File: config.mk
export PLATFORM = sky130hd
export DESIGN_NAME = tx_control
export DESIGN_NICKNAME = d
export VERILOG_FILES = /design/src/inc/tx_control_pkg.sv /design/src/verilog/tx_control.sv /design/src/verilog/element_serializer.sv
export SDC_FILE = /design/constraint.sdc
export NUM_CORES = 1
export LEC_CHECK = 0
export ABC_AREA = 1
export BUFFER_PORTS_ARGS = -buffer_cell sky130_fd_sc_hd__buf_2
export CORE_UTILIZATION = 45
export DETAILED_ROUTE_END_ITERATION = 8
export HOLD_SLACK_MARGIN = 0.08
export PLACE_DENSITY = 0.6
export SLEW_MARGIN = 10
export SYNTH_ARGS = -nofsm -noshare
export SYNTH_HDL_FRONTEND = slang
export SYNTH_HIERARCHICAL = 1
export SYNTH_SLANG_ARGS = --single-unit
File: constraint.sdc
create_clock -name i_clk -period 7.35 [get_ports i_clk]
set_input_delay 1.1025 -clock i_clk [delete_from_list [all_inputs] [get_ports i_clk]]
set_output_delay 1.1025 -clock i_clk [all_outputs]
set_load 0.02 [all_outputs]
File: src/inc/tx_control_pkg.sv
// constants for the rolling-code encoder transmit control block
// assumes a 200 MHz system clock and a plain strobe register port
//
// Notes on behaviour
// - output modulation is PWM or Manchester, chosen by a config bit.
// - serial number is sent as 28 bits or full 32 bits.
// - temporary seed option stops seed words once counter reaches 0x80.
// - seed function sends 48-bit seed over hopping part and low serial bits.
// - independent mode keeps counter B in upper 16 seed bits.
// - independent mode uses and advances counter B when button three active.
// - independent mode with buttons two and three modulates output at 40 kHz.
// - auto shut-off stops sending after continuous time set by baud rate.
// - overflow set: first wrap FFFF to 0000 clears overflow bit.
// - later wraps leave overflow clear, repeating last 64k sequence.
// - delayed mode sends modified word once button held beyond baud-set time.
// - modified word inverts lowest nibble of discrimination field.
// - baud select sets element time and scales delay and shut-off time.
// - long guard option lengthens guard spacing between words.
// - both counters are 16 bits, preset by software to any value.
// - two user bits extend discrimination, default serial bits 8 and 9.
package tx_control_pkg;
  // register byte addresses
  localparam logic [7:0] ADDR_CONFIG    = 8'h00;
  localparam logic [7:0] ADDR_SERIAL    = 8'h04;
  localparam logic [7:0] ADDR_SEED_LO   = 8'h08;
  localparam logic [7:0] ADDR_SEED_HI   = 8'h0c;
  localparam logic [7:0] ADDR_COUNTER_A = 8'h10;
  localparam logic [7:0] ADDR_DISC      = 8'h14;
  localparam logic [7:0] ADDR_STATUS    = 8'h18;
  // config field positions
  localparam int CFG_MANCHESTER  = 0;
  localparam int CFG_SERIAL_32   = 1;
  localparam int CFG_TEMP_SEED   = 2;
  localparam int CFG_INDEPENDENT = 3;
  localparam int CFG_AUTO_OFF    = 4;
  localparam int CFG_OVERFLOW    = 5;
  localparam int CFG_LONG_GUARD  = 6;
  localparam int CFG_DELAYED     = 7;
  localparam int CFG_BAUD_LO     = 8;
  localparam int CFG_USER_LO     = 10;
  localparam int CFG_USER_CUSTOM = 12;
  localparam int CFG_WIDTH       = 13;
  localparam logic [12:0] CONFIG_RESET = 13'h0000;
  // code word
  localparam int WORD_BITS = 64;
  localparam logic [3:0] SEED_FUNC      = 4'h9;
  localparam logic [15:0] TEMP_SEED_END = 16'h0080;
  localparam int SERIAL_USER_LO = 8;
  // timing
  localparam int CLK_MHZ        = 200;
  localparam int TE_US_0        = 100;
  localparam int TE_US_1        = 200;
  localparam int TE_US_2        = 400;
  localparam int TE_US_3        = 800;
  localparam int GUARD_TE       = 16;
  localparam int LONG_GUARD_TE  = 50;
  localparam int IR_FREQ_KHZ    = 40;
  localparam int IR_HALF_CYC    = (CLK_MHZ * 1000) / (2 * IR_FREQ_KHZ);
  localparam int TICK_MS        = 1;
  localparam int TICK_CYC       = TICK_MS * CLK_MHZ * 1000;
  localparam int SHUTOFF_MS     = 25600;
  localparam int DELAY_MS       = 1600;
  localparam int TE_W           = 18;
endpackage

File: src/verilog/tx_control.sv
// transmit control of a rolling-code remote encoder: buttons in, code word out
// assumes buttons come from pins (synchronised here) and one 200 MHz clock
`timescale 1ns/10ps
module tx_control #(
  parameter int TICK_CYCLES = tx_control_pkg::TICK_CYC
) (
  input  wire logic        i_clk,
  input  wire logic        i_rst_b,
  input  wire logic [3:0]  i_button,
  input  wire logic [7:0]  i_addr,
  input  wire logic [31:0] i_wdata,
  input  wire logic        i_wr,
  input  wire logic        i_rd,
  output logic [31:0]      o_rdata,
  output logic             o_data,
  output logic             o_busy
);
  typedef enum logic [1:0] {ST_IDLE, ST_SEND, ST_GUARD, ST_OFF} state_t;

  state_t      state;
  logic [3:0]  btn_meta;
  logic [3:0]  btn;
  logic [12:0] config_reg;
  logic [31:0] serial;
  logic [31:0] seed_lo;
  logic [15:0] seed_hi;
  logic [15:0] counter_a;
  logic [7:0]  disc;
  logic        overflow;
  logic [3:0]  btn_code;
  logic        delayed_on;
  logic        shut_down;
  logic [63:0] word;
  logic [5:0]  bit_idx;
  logic        ser_start;
  logic        ser_done;
  logic        ser_level;
  logic [tx_control_pkg::TE_W-1:0] te_cycles;
  logic [17:0] guard_cnt;
  logic [7:0]  guard_te;
  logic [31:0] tick_cnt;
  logic        ms_tick;
  logic [15:0] held_ms;
  logic [15:0] shutoff_ms;
  logic [15:0] delay_ms;
  logic [11:0] ir_cnt;
  logic        carrier;
  logic        use_b;
  logic        activate;
  logic        cfg_lock;
  logic        guard_end;
  logic [15:0] active_cnt;
  logic [15:0] next_cnt;
  logic        next_overflow;
  logic        seed_ok;
  logic [63:0] next_word;
  logic        infrared_modulation;

  localparam int TE_W_L = tx_control_pkg::TE_W;
  localparam logic [TE_W_L-1:0] TE_CYC_0 = TE_W_L'(tx_control_pkg::TE_US_0 * tx_control_pkg::CLK_MHZ);
  localparam logic [TE_W_L-1:0] TE_CYC_1 = TE_W_L'(tx_control_pkg::TE_US_1 * tx_control_pkg::CLK_MHZ);
  localparam logic [TE_W_L-1:0] TE_CYC_2 = TE_W_L'(tx_control_pkg::TE_US_2 * tx_control_pkg::CLK_MHZ);
  localparam logic [TE_W_L-1:0] TE_CYC_3 = TE_W_L'(tx_control_pkg::TE_US_3 * tx_control_pkg::CLK_MHZ);
  localparam logic [11:0] IR_HALF = 12'(tx_control_pkg::IR_HALF_CYC);
  localparam logic [31:0] TICK_LAST = 32'(TICK_CYCLES - 1);

  // buttons are raw pins
  always_ff @(posedge i_clk or negedge i_rst_b) begin
    if (!i_rst_b) begin
      btn_meta <= 4'h0;
      btn      <= 4'h0;
    end else begin
      btn_meta <= i_button;
      btn      <= btn_meta;
    end
  end

  // element time and scaled timeouts from the baud selection
  always_comb begin
    case (config_reg[tx_control_pkg::CFG_BAUD_LO +: 2])
      2'd0:    te_cycles = TE_CYC_0;
      2'd1:    te_cycles = TE_CYC_1;
      2'd2:    te_cycles = TE_CYC_2;
      default: te_cycles = TE_CYC_3;
    endcase
  end

  // faster baud settings shorten both the delay and the shut-off time
  assign shutoff_ms = 16'(tx_control_pkg::SHUTOFF_MS) >> (2'd3 - config_reg[tx_control_pkg::CFG_BAUD_LO +: 2]);
  assign delay_ms   = 16'(tx_control_pkg::DELAY_MS) >> (2'd3 - config_reg[tx_control_pkg::CFG_BAUD_LO +: 2]);
  assign guard_te   = config_reg[tx_control_pkg::CFG_LONG_GUARD] ?
                      8'(tx_control_pkg::LONG_GUARD_TE) : 8'(tx_control_pkg::GUARD_TE);

  assign activate = (state == ST_IDLE) && (btn != 4'h0);
  assign cfg_lock = (state != ST_IDLE) || activate;
  assign use_b    = config_reg[tx_control_pkg::CFG_INDEPENDENT] && btn[2];

  // counter step, with the overflow extension of the 64k range
  always_comb begin
    active_cnt    = use_b ? seed_hi : counter_a;
    next_cnt      = active_cnt + 16'h0001;
    next_overflow = overflow;
    if (active_cnt == 16'hffff) begin
      next_overflow = 1'b0;
    end
  end

  assign seed_ok = !(config_reg[tx_control_pkg::CFG_TEMP_SEED] && (counter_a >= tx_control_pkg::TEMP_SEED_END));

  function automatic logic [63:0] build_word(input logic [15:0] cnt, input logic ovf, input logic [3:0] code,
                                             input logic delayed);
    logic [9:0]  dfield;
    logic [31:0] fixed;
    logic [63:0] w;
    dfield[7:0] = disc;
    dfield[9:8] = config_reg[tx_control_pkg::CFG_USER_CUSTOM] ?
                  config_reg[tx_control_pkg::CFG_USER_LO +: 2] :
                  serial[tx_control_pkg::SERIAL_USER_LO +: 2];
    if (delayed) begin
      dfield[3:0] = ~dfield[3:0];
    end
    fixed = config_reg[tx_control_pkg::CFG_SERIAL_32] ? serial : {code, serial[27:0]};
    w     = {fixed, code, 1'b0, ovf, dfield, cnt};
    if (code == tx_control_pkg::SEED_FUNC && seed_ok) begin
      // in independent mode the upper seed half is counter B, sent as is
      w[47:0] = {seed_hi, seed_lo};
    end
    return w;
  endfunction

  always_comb begin
    if (activate) begin
      next_word = build_word(next_cnt, next_overflow, btn, 1'b0);
    end else begin
      next_word = build_word(use_b ? seed_hi : counter_a, overflow, btn_code, delayed_on);
    end
  end

  // software access; settings are frozen once a transmission starts
  always_ff @(posedge i_clk or negedge i_rst_b) begin
    if (!i_rst_b) begin
      config_reg <= tx_control_pkg::CONFIG_RESET;
      serial     <= 32'h0000_0000;
      seed_lo    <= 32'h0000_0000;
      disc       <= 8'h00;
    end else if (i_wr && !cfg_lock) begin
      case (i_addr)
        tx_control_pkg::ADDR_CONFIG:  config_reg <= i_wdata[tx_control_pkg::CFG_WIDTH-1:0];
        tx_control_pkg::ADDR_SERIAL:  serial     <= i_wdata;
        tx_control_pkg::ADDR_SEED_LO: seed_lo    <= i_wdata;
        tx_control_pkg::ADDR_DISC:    disc       <= i_wdata[7:0];
        default: ;
      endcase
    end
  end

  // both counters: preset by software; the one picked by use_b is advanced on activation
  always_ff @(posedge i_clk or negedge i_rst_b) begin
    if (!i_rst_b) begin
      counter_a <= 16'h0000;
      seed_hi   <= 16'h0000;
      overflow  <= 1'b0;
    end else if (activate) begin
      overflow <= next_overflow;
      if (use_b) begin
        seed_hi <= next_cnt;
      end else begin
        counter_a <= next_cnt;
      end
    end else if (i_wr && !cfg_lock) begin
      if (i_addr == tx_control_pkg::ADDR_COUNTER_A) begin
        counter_a <= i_wdata[15:0];
      end
      if (i_addr == tx_control_pkg::ADDR_SEED_HI) begin
        seed_hi <= i_wdata[15:0];
      end
      if (i_addr == tx_control_pkg::ADDR_CONFIG) begin
        overflow <= i_wdata[tx_control_pkg::CFG_OVERFLOW];
      end
    end
  end

  always_ff @(posedge i_clk or negedge i_rst_b) begin
    if (!i_rst_b) begin
      o_rdata <= 32'h0000_0000;
    end else if (i_rd) begin
      case (i_addr)
        tx_control_pkg::ADDR_CONFIG:    o_rdata <= {19'h0_0000, config_reg};
        tx_control_pkg::ADDR_SERIAL:    o_rdata <= serial;
        tx_control_pkg::ADDR_SEED_LO:   o_rdata <= seed_lo;
        tx_control_pkg::ADDR_SEED_HI:   o_rdata <= {16'h0000, seed_hi};
        tx_control_pkg::ADDR_COUNTER_A: o_rdata <= {16'h0000, counter_a};
        tx_control_pkg::ADDR_DISC:      o_rdata <= {24'h00_0000, disc};
        tx_control_pkg::ADDR_STATUS:    o_rdata <= {24'h00_0000, btn, shut_down, delayed_on, overflow,
                                                    (state != ST_IDLE)};
        default:                        o_rdata <= 32'h0000_0000;
      endcase
    end else begin
      o_rdata <= 32'h0000_0000;
    end
  end

  // millisecond time base for the hold timers
  assign ms_tick = (tick_cnt == TICK_LAST);

  always_ff @(posedge i_clk or negedge i_rst_b) begin
    if (!i_rst_b) begin
      tick_cnt <= 32'h0000_0000;
      held_ms  <= 16'h0000;
    end else if (state == ST_IDLE) begin
      tick_cnt <= 32'h0000_0000;
      held_ms  <= 16'h0000;
    end else begin
      tick_cnt <= ms_tick ? 32'h0000_0000 : tick_cnt + 32'h0000_0001;
      if (ms_tick && held_ms != 16'hffff) begin
        held_ms <= held_ms + 16'h0001;
      end
    end
  end

  assign guard_end = (state == ST_GUARD) && (guard_cnt == {guard_te, 10'h000} - 18'h0_0001);

  // word sequencer
  always_ff @(posedge i_clk or negedge i_rst_b) begin
    if (!i_rst_b) begin
      state      <= ST_IDLE;
      word       <= 64'h0000_0000_0000_0000;
      bit_idx    <= 6'd0;
      ser_start  <= 1'b0;
      btn_code   <= 4'h0;
      delayed_on <= 1'b0;
      shut_down  <= 1'b0;
      guard_cnt  <= 18'h0_0000;
    end else begin
      ser_start <= 1'b0;
      case (state)
        ST_IDLE: begin
          delayed_on <= 1'b0;
          if (activate) begin
            shut_down <= 1'b0;
            btn_code  <= btn;
            word      <= next_word;
            bit_idx   <= 6'd0;
            ser_start <= 1'b1;
            state     <= ST_SEND;
          end
        end
        ST_SEND: begin
          if (ser_done) begin
            if (bit_idx == 6'(tx_control_pkg::WORD_BITS - 1)) begin
              guard_cnt <= 18'h0_0000;
              state     <= ST_GUARD;
            end else begin
              bit_idx   <= bit_idx + 6'd1;
              ser_start <= 1'b1;
            end
          end
        end
        ST_GUARD: begin
          // guard counts clock cycles, 1024 per guard_te unit, whatever the element time
          guard_cnt <= guard_cnt + 18'h0_0001;
          if (guard_end) begin
            if (btn == 4'h0) begin
              state <= ST_IDLE;
            end else if (config_reg[tx_control_pkg::CFG_AUTO_OFF] && held_ms >= shutoff_ms) begin
              shut_down <= 1'b1;
              state     <= ST_OFF;
            end else begin
              if (config_reg[tx_control_pkg::CFG_DELAYED] && held_ms >= delay_ms) begin
                delayed_on <= 1'b1;
                word       <= build_word(use_b ? seed_hi : counter_a, overflow, btn_code, 1'b1);
              end else begin
                word <= next_word;
              end
              bit_idx   <= 6'd0;
              ser_start <= 1'b1;
              state     <= ST_SEND;
            end
          end
        end
        ST_OFF: begin
          if (btn == 4'h0) begin
            state <= ST_IDLE;
          end
        end
        default: state <= ST_IDLE;
      endcase
    end
  end

  element_serializer #(
    .TE_W(TE_W_L)
  ) u_serializer (
    .i_clk       (i_clk),
    .i_rst_b     (i_rst_b),
    .i_start     (ser_start),
    .i_bit       (word[bit_idx]),
    .i_manchester(config_reg[tx_control_pkg::CFG_MANCHESTER]),
    .i_te_cycles (te_cycles),
    .o_level     (ser_level),
    .o_done      (ser_done)
  );

  // infrared carrier
  assign infrared_modulation = config_reg[tx_control_pkg::CFG_INDEPENDENT] && btn_code[1] && btn_code[2];

  always_ff @(posedge i_clk or negedge i_rst_b) begin
    if (!i_rst_b) begin
      ir_cnt  <= 12'h000;
      carrier <= 1'b0;
    end else if (ir_cnt == IR_HALF - 12'h001) begin
      ir_cnt  <= 12'h000;
      carrier <= ~carrier;
    end else begin
      ir_cnt <= ir_cnt + 12'h001;
    end
  end

  always_ff @(posedge i_clk or negedge i_rst_b) begin
    if (!i_rst_b) begin
      o_data <= 1'b0;
      o_busy <= 1'b0;
    end else begin
      o_data <= (state == ST_SEND) && ser_level && (!infrared_modulation || carrier);
      o_busy <= (state != ST_IDLE) || activate;
    end
  end
endmodule

File: src/verilog/element_serializer.sv
// sends one data bit as PWM (three elements) or Manchester (two elements)
// assumes i_start only arrives while idle or in the cycle of o_done
`timescale 1ns/10ps
module element_serializer #(
  parameter int TE_W = 18
) (
  input  wire logic            i_clk,
  input  wire logic            i_rst_b,
  input  wire logic            i_start,
  input  wire logic            i_bit,
  input  wire logic            i_manchester,
  input  wire logic [TE_W-1:0] i_te_cycles,
  output logic                 o_level,
  output logic                 o_done
);
  logic            busy;
  logic            bit_val;
  logic            manch;
  logic [1:0]      phase;
  logic [TE_W-1:0] te_cnt;
  logic            te_end;
  logic            last_phase;

  assign te_end     = busy && (te_cnt == i_te_cycles - 1'b1);
  assign last_phase = manch ? (phase == 2'd1) : (phase == 2'd2);

  always_ff @(posedge i_clk or negedge i_rst_b) begin
    if (!i_rst_b) begin
      busy    <= 1'b0;
      bit_val <= 1'b0;
      manch   <= 1'b0;
      phase   <= 2'd0;
      te_cnt  <= '0;
    end else if (i_start) begin
      busy    <= 1'b1;
      bit_val <= i_bit;
      manch   <= i_manchester;
      phase   <= 2'd0;
      te_cnt  <= '0;
    end else if (te_end) begin
      te_cnt <= '0;
      phase  <= phase + 2'd1;
      if (last_phase) begin
        busy <= 1'b0;
      end
    end else if (busy) begin
      te_cnt <= te_cnt + 1'b1;
    end
  end

  // level is registered so the pin never glitches between phases
  always_ff @(posedge i_clk or negedge i_rst_b) begin
    if (!i_rst_b) begin
      o_level <= 1'b0;
    end else if (i_start) begin
      o_level <= i_manchester ? i_bit : 1'b1;
    end else if (te_end && !last_phase) begin
      if (manch) begin
        o_level <= ~bit_val;
      end else begin
        o_level <= (phase == 2'd0) ? ~bit_val : 1'b0;
      end
    end else if (te_end) begin
      o_level <= 1'b0;
    end
  end

  always_ff @(posedge i_clk or negedge i_rst_b) begin
    if (!i_rst_b) begin
      o_done <= 1'b0;
    end else begin
      o_done <= te_end && last_phase;
    end
  end
endmodule

==> metrics.md <==
| Metric | Value |
|---|---|
| Status | complete, no violations |
| Clk slew on worst S/H paths | 60 ps |
| Die ar. | 0.0450 mm^2 |
| TritonCTS clock tree | done |
| Final HPWL DP | 43500 um |
| Pin count of the biggest net entering global routing | 164 |
| CTS max path bufs | 3 |
| Finished Layout Cells | 3402 |
| First-pass GRT wire length | 99800 um |
| PortBufs | 81 |
| Pwr dens | 284 mW/mm^2 |
| Core area | 0.0434 mm^2 |
| Origin of the worst setup path | config_reg[9]$_DFFE_PN0P_ |
| Yosys top cell area share | 0.432 |
| Post-DRT Antenna Nets | 0 |
| Peak supply drop | 0.000194 V |
| Critical path class | register to register |
| Placed insts | 3327 |
| Sequential-to-total area share from yosys stat | 0.432 |
| TNS Setup | 0 ps |
| Overflow after GRT | 0 |
| Mapped Avg Cell Area | 7.26 um^2 |
| Fin crit period | 3870 ps |
| CP required | 7840 ps |
| Unrepaired setup endpoints after global routing | false |
| Root buffer cell | clkbuf_16 |
| Synth area leader | dfrtp_1 |
| Max FFs per register | 64 |
| Drt total wl | 63400 um |
| Die X | 212 um |
| Top reg by flops | word |
| Final WS setup | 3480 ps |
| Number of synthesized flops with an enable pin | 0 |
| Worst r2r path cells | 14 |
| Clock skew | 33.8 ps |
| Placer Congestion | 0.949 |
| Clock Sinks | 343 |
| Final Net Count | 2860 |
| # resized after CTS | 0 |
| Post-synthesis register bit count | 343 |
| F_max | 258 MHz |
| Cells along the critical path | inv_1, ha_1, inv_1, ha_1, nor2_1, nor2_1, nand3_1, nand3_1, nand3_1, nand4_1, buf_4, nor2_1, nand2_1, nand2_1 |
| Row cnt | 76 |
| Slowest cell on crit path | nand4_1 |
| Hold buffer count at cts | 0 |
| Leakage | 10.5 nW |
| Flop2flop setup slack | 3480 ps |
| Crit start category | register |
| CTS buffer count | 41 |
| Area grow syn2layout | 11.5% |
| Vias in the first global route | 17700 |
| End point of the critical path | word[26]$_DFFE_PN0P_ |
| Main synth FF type | dfrtp_1 |
| FFs w/ async S/R, synth | 1.00 |
| Mapped Area | 0.0199 mm^2 |
| Ant diodes | 0 |
| Hold WC Path Type | register to register |
| Final setup violation count | 0 |
| Cell variety after synth | 52 |
| Pre-CTS WS | 3090 ps |
| H-tree level count | 2 |
| Top-count cell post-synth | nand2_1 |
| Yosys Warn Count | 6 |
| Synthesized netlist cell count | 2736 |
| Final worst-path cycle share | 0.527 |
| DR iter-0 viols | 1709 |
| Starting density of the core | 0.458 |
| I/O Pins | 82 |
| Slew headroom | 0.102 |
| Post-CTS setup buffers | 0 |
| Largest stage delay, worst path | 760 ps |
| Initial antenna violation count | 2 |
| CP Data Arrival Time | 4360 ps |
| Reg-to-Reg End | word[26]$_DFFE_PN0P_ |
| All-Layer GR Usage | 0.286 |
| # fillers | 4388 |
| Slew of the pin with the lowest slew margin | 1340 ps |
| Slew Viols, Final | 0 |
| Vias | 18700 |
| Synth top cells by count | nand2_1, dfrtp_1, inv_1 |
| WL/cell | 18.6 um |
| Endpoint class of the critical path | register |
| Fin. Hold Viols | 0 |
| Post-route DRC violation count | 0 |
| Clk Latency, worst-skew pair | 580 ps |
| Reg-to-Reg Start | config_reg[9]$_DFFE_PN0P_ |
| Max Fanout on Critical Path | 48 |
| Max cap viols | 0 |
| Die H | 212 um |
| Layout cells sized above 1 | 0.0813 |
| Drt pass-1 iters | 6 |
| Vias per cell | 5.49 |
| Synth area leaders | dfrtp_1, nand2_1, o21ai_0, inv_1, nor2_1 |
==> worst min-delay path by stage <==
stage,slack (ps),endpoint,depth (start not counted),start
6_report,350,btn[2]$_DFF_PN0_,0,btn_meta[2]$_DFF_PN0_
5_1_grt,360,btn[0]$_DFF_PN0_,0,btn_meta[0]$_DFF_PN0_
4_1_cts,350,btn[2]$_DFF_PN0_,0,btn_meta[2]$_DFF_PN0_
3_5_place_dp,340,btn[2]$_DFF_PN0_,0,btn_meta[2]$_DFF_PN0_
2_1_floorplan,330,btn[0]$_DFF_PN0_,0,btn_meta[0]$_DFF_PN0_
3_3_place_gp,330,btn[2]$_DFF_PN0_,0,btn_meta[2]$_DFF_PN0_
==> placed cells by master (no fill, tap or decap), types with 34 or more instances in the layout <==
cell / n
o211ai_1: 39
buf_2: 80
o21ai_0: 226
nand2_1: 819
nand4_1: 34
xor2_1: 75
nor2_1: 264
inv_1: 269
dfrtp_1: 343
a21oi_1: 106
nor3_1: 49
nand3_1: 177
clkbuf_16: 42
==> through the flow <==
step           hold WS, ps  total power [mW]   util  instance area [um^2]
4_1_cts                352              6.29  0.511                 22100
3_3_place_gp           335              4.09  0.477                 20700
6_report               347              6.28  0.511                 22200
5_1_grt                362              6.63  0.511                 22200
3_5_place_dp           337              4.12  0.477                 20700
2_1_floorplan          331              3.63      -                 19900
==> area by class of cell <==
class                      count  area, um^2  share of cell area
multi-input combinational   2016        9760               0.440
timing repair buffer         102         586              0.0264
clock buffer                  60        1250              0.0564
clock inverter                15         193             0.00870
tap                          585         732              0.0330
sequential                   343        8580               0.387
inverter                     281        1050              0.0476
==> cells by family after synthesis <==
| logic type | count (synthesis) | share of synthesized area |
|---|---|---|
| simple gates | 1419 | 0.301 |
| buf+inv | 392 | 0.0810 |
| compound gates | 466 | 0.130 |
| flops | 343 | 0.432 |
| other cells | 1 | 0.000189 |
| xor+xnor | 88 | 0.0388 |
| fa+ha+maj | 27 | 0.0170 |
==> worst max-delay path, delay by kind of cell (launching register included) <==
kind / cells / cell delay, ps
adder cells (fa/ha/maj): 2 / 720
buffers and inverters: 3 / 1080
flip-flops: 1 / 430
AND/OR/NAND/NOR: 9 / 1560
==> report_power, final <==
group	switching, mW	total (mW)	internal [mW]
Clock	0.841	2.16	1.32
Sequential	0.171	2.28	2.11
Combinational	1.33	1.84	0.513
Total	2.34	6.28	3.94
==> per-layer routing <==
layer	GRT usage	part of all wire
met5	0	0.00049
met1	0.404	0.45
met3	0.0480	0.076
met2	0.437	0.44
met4	0.107	0.030
Power figures use the tool's default switching activity.
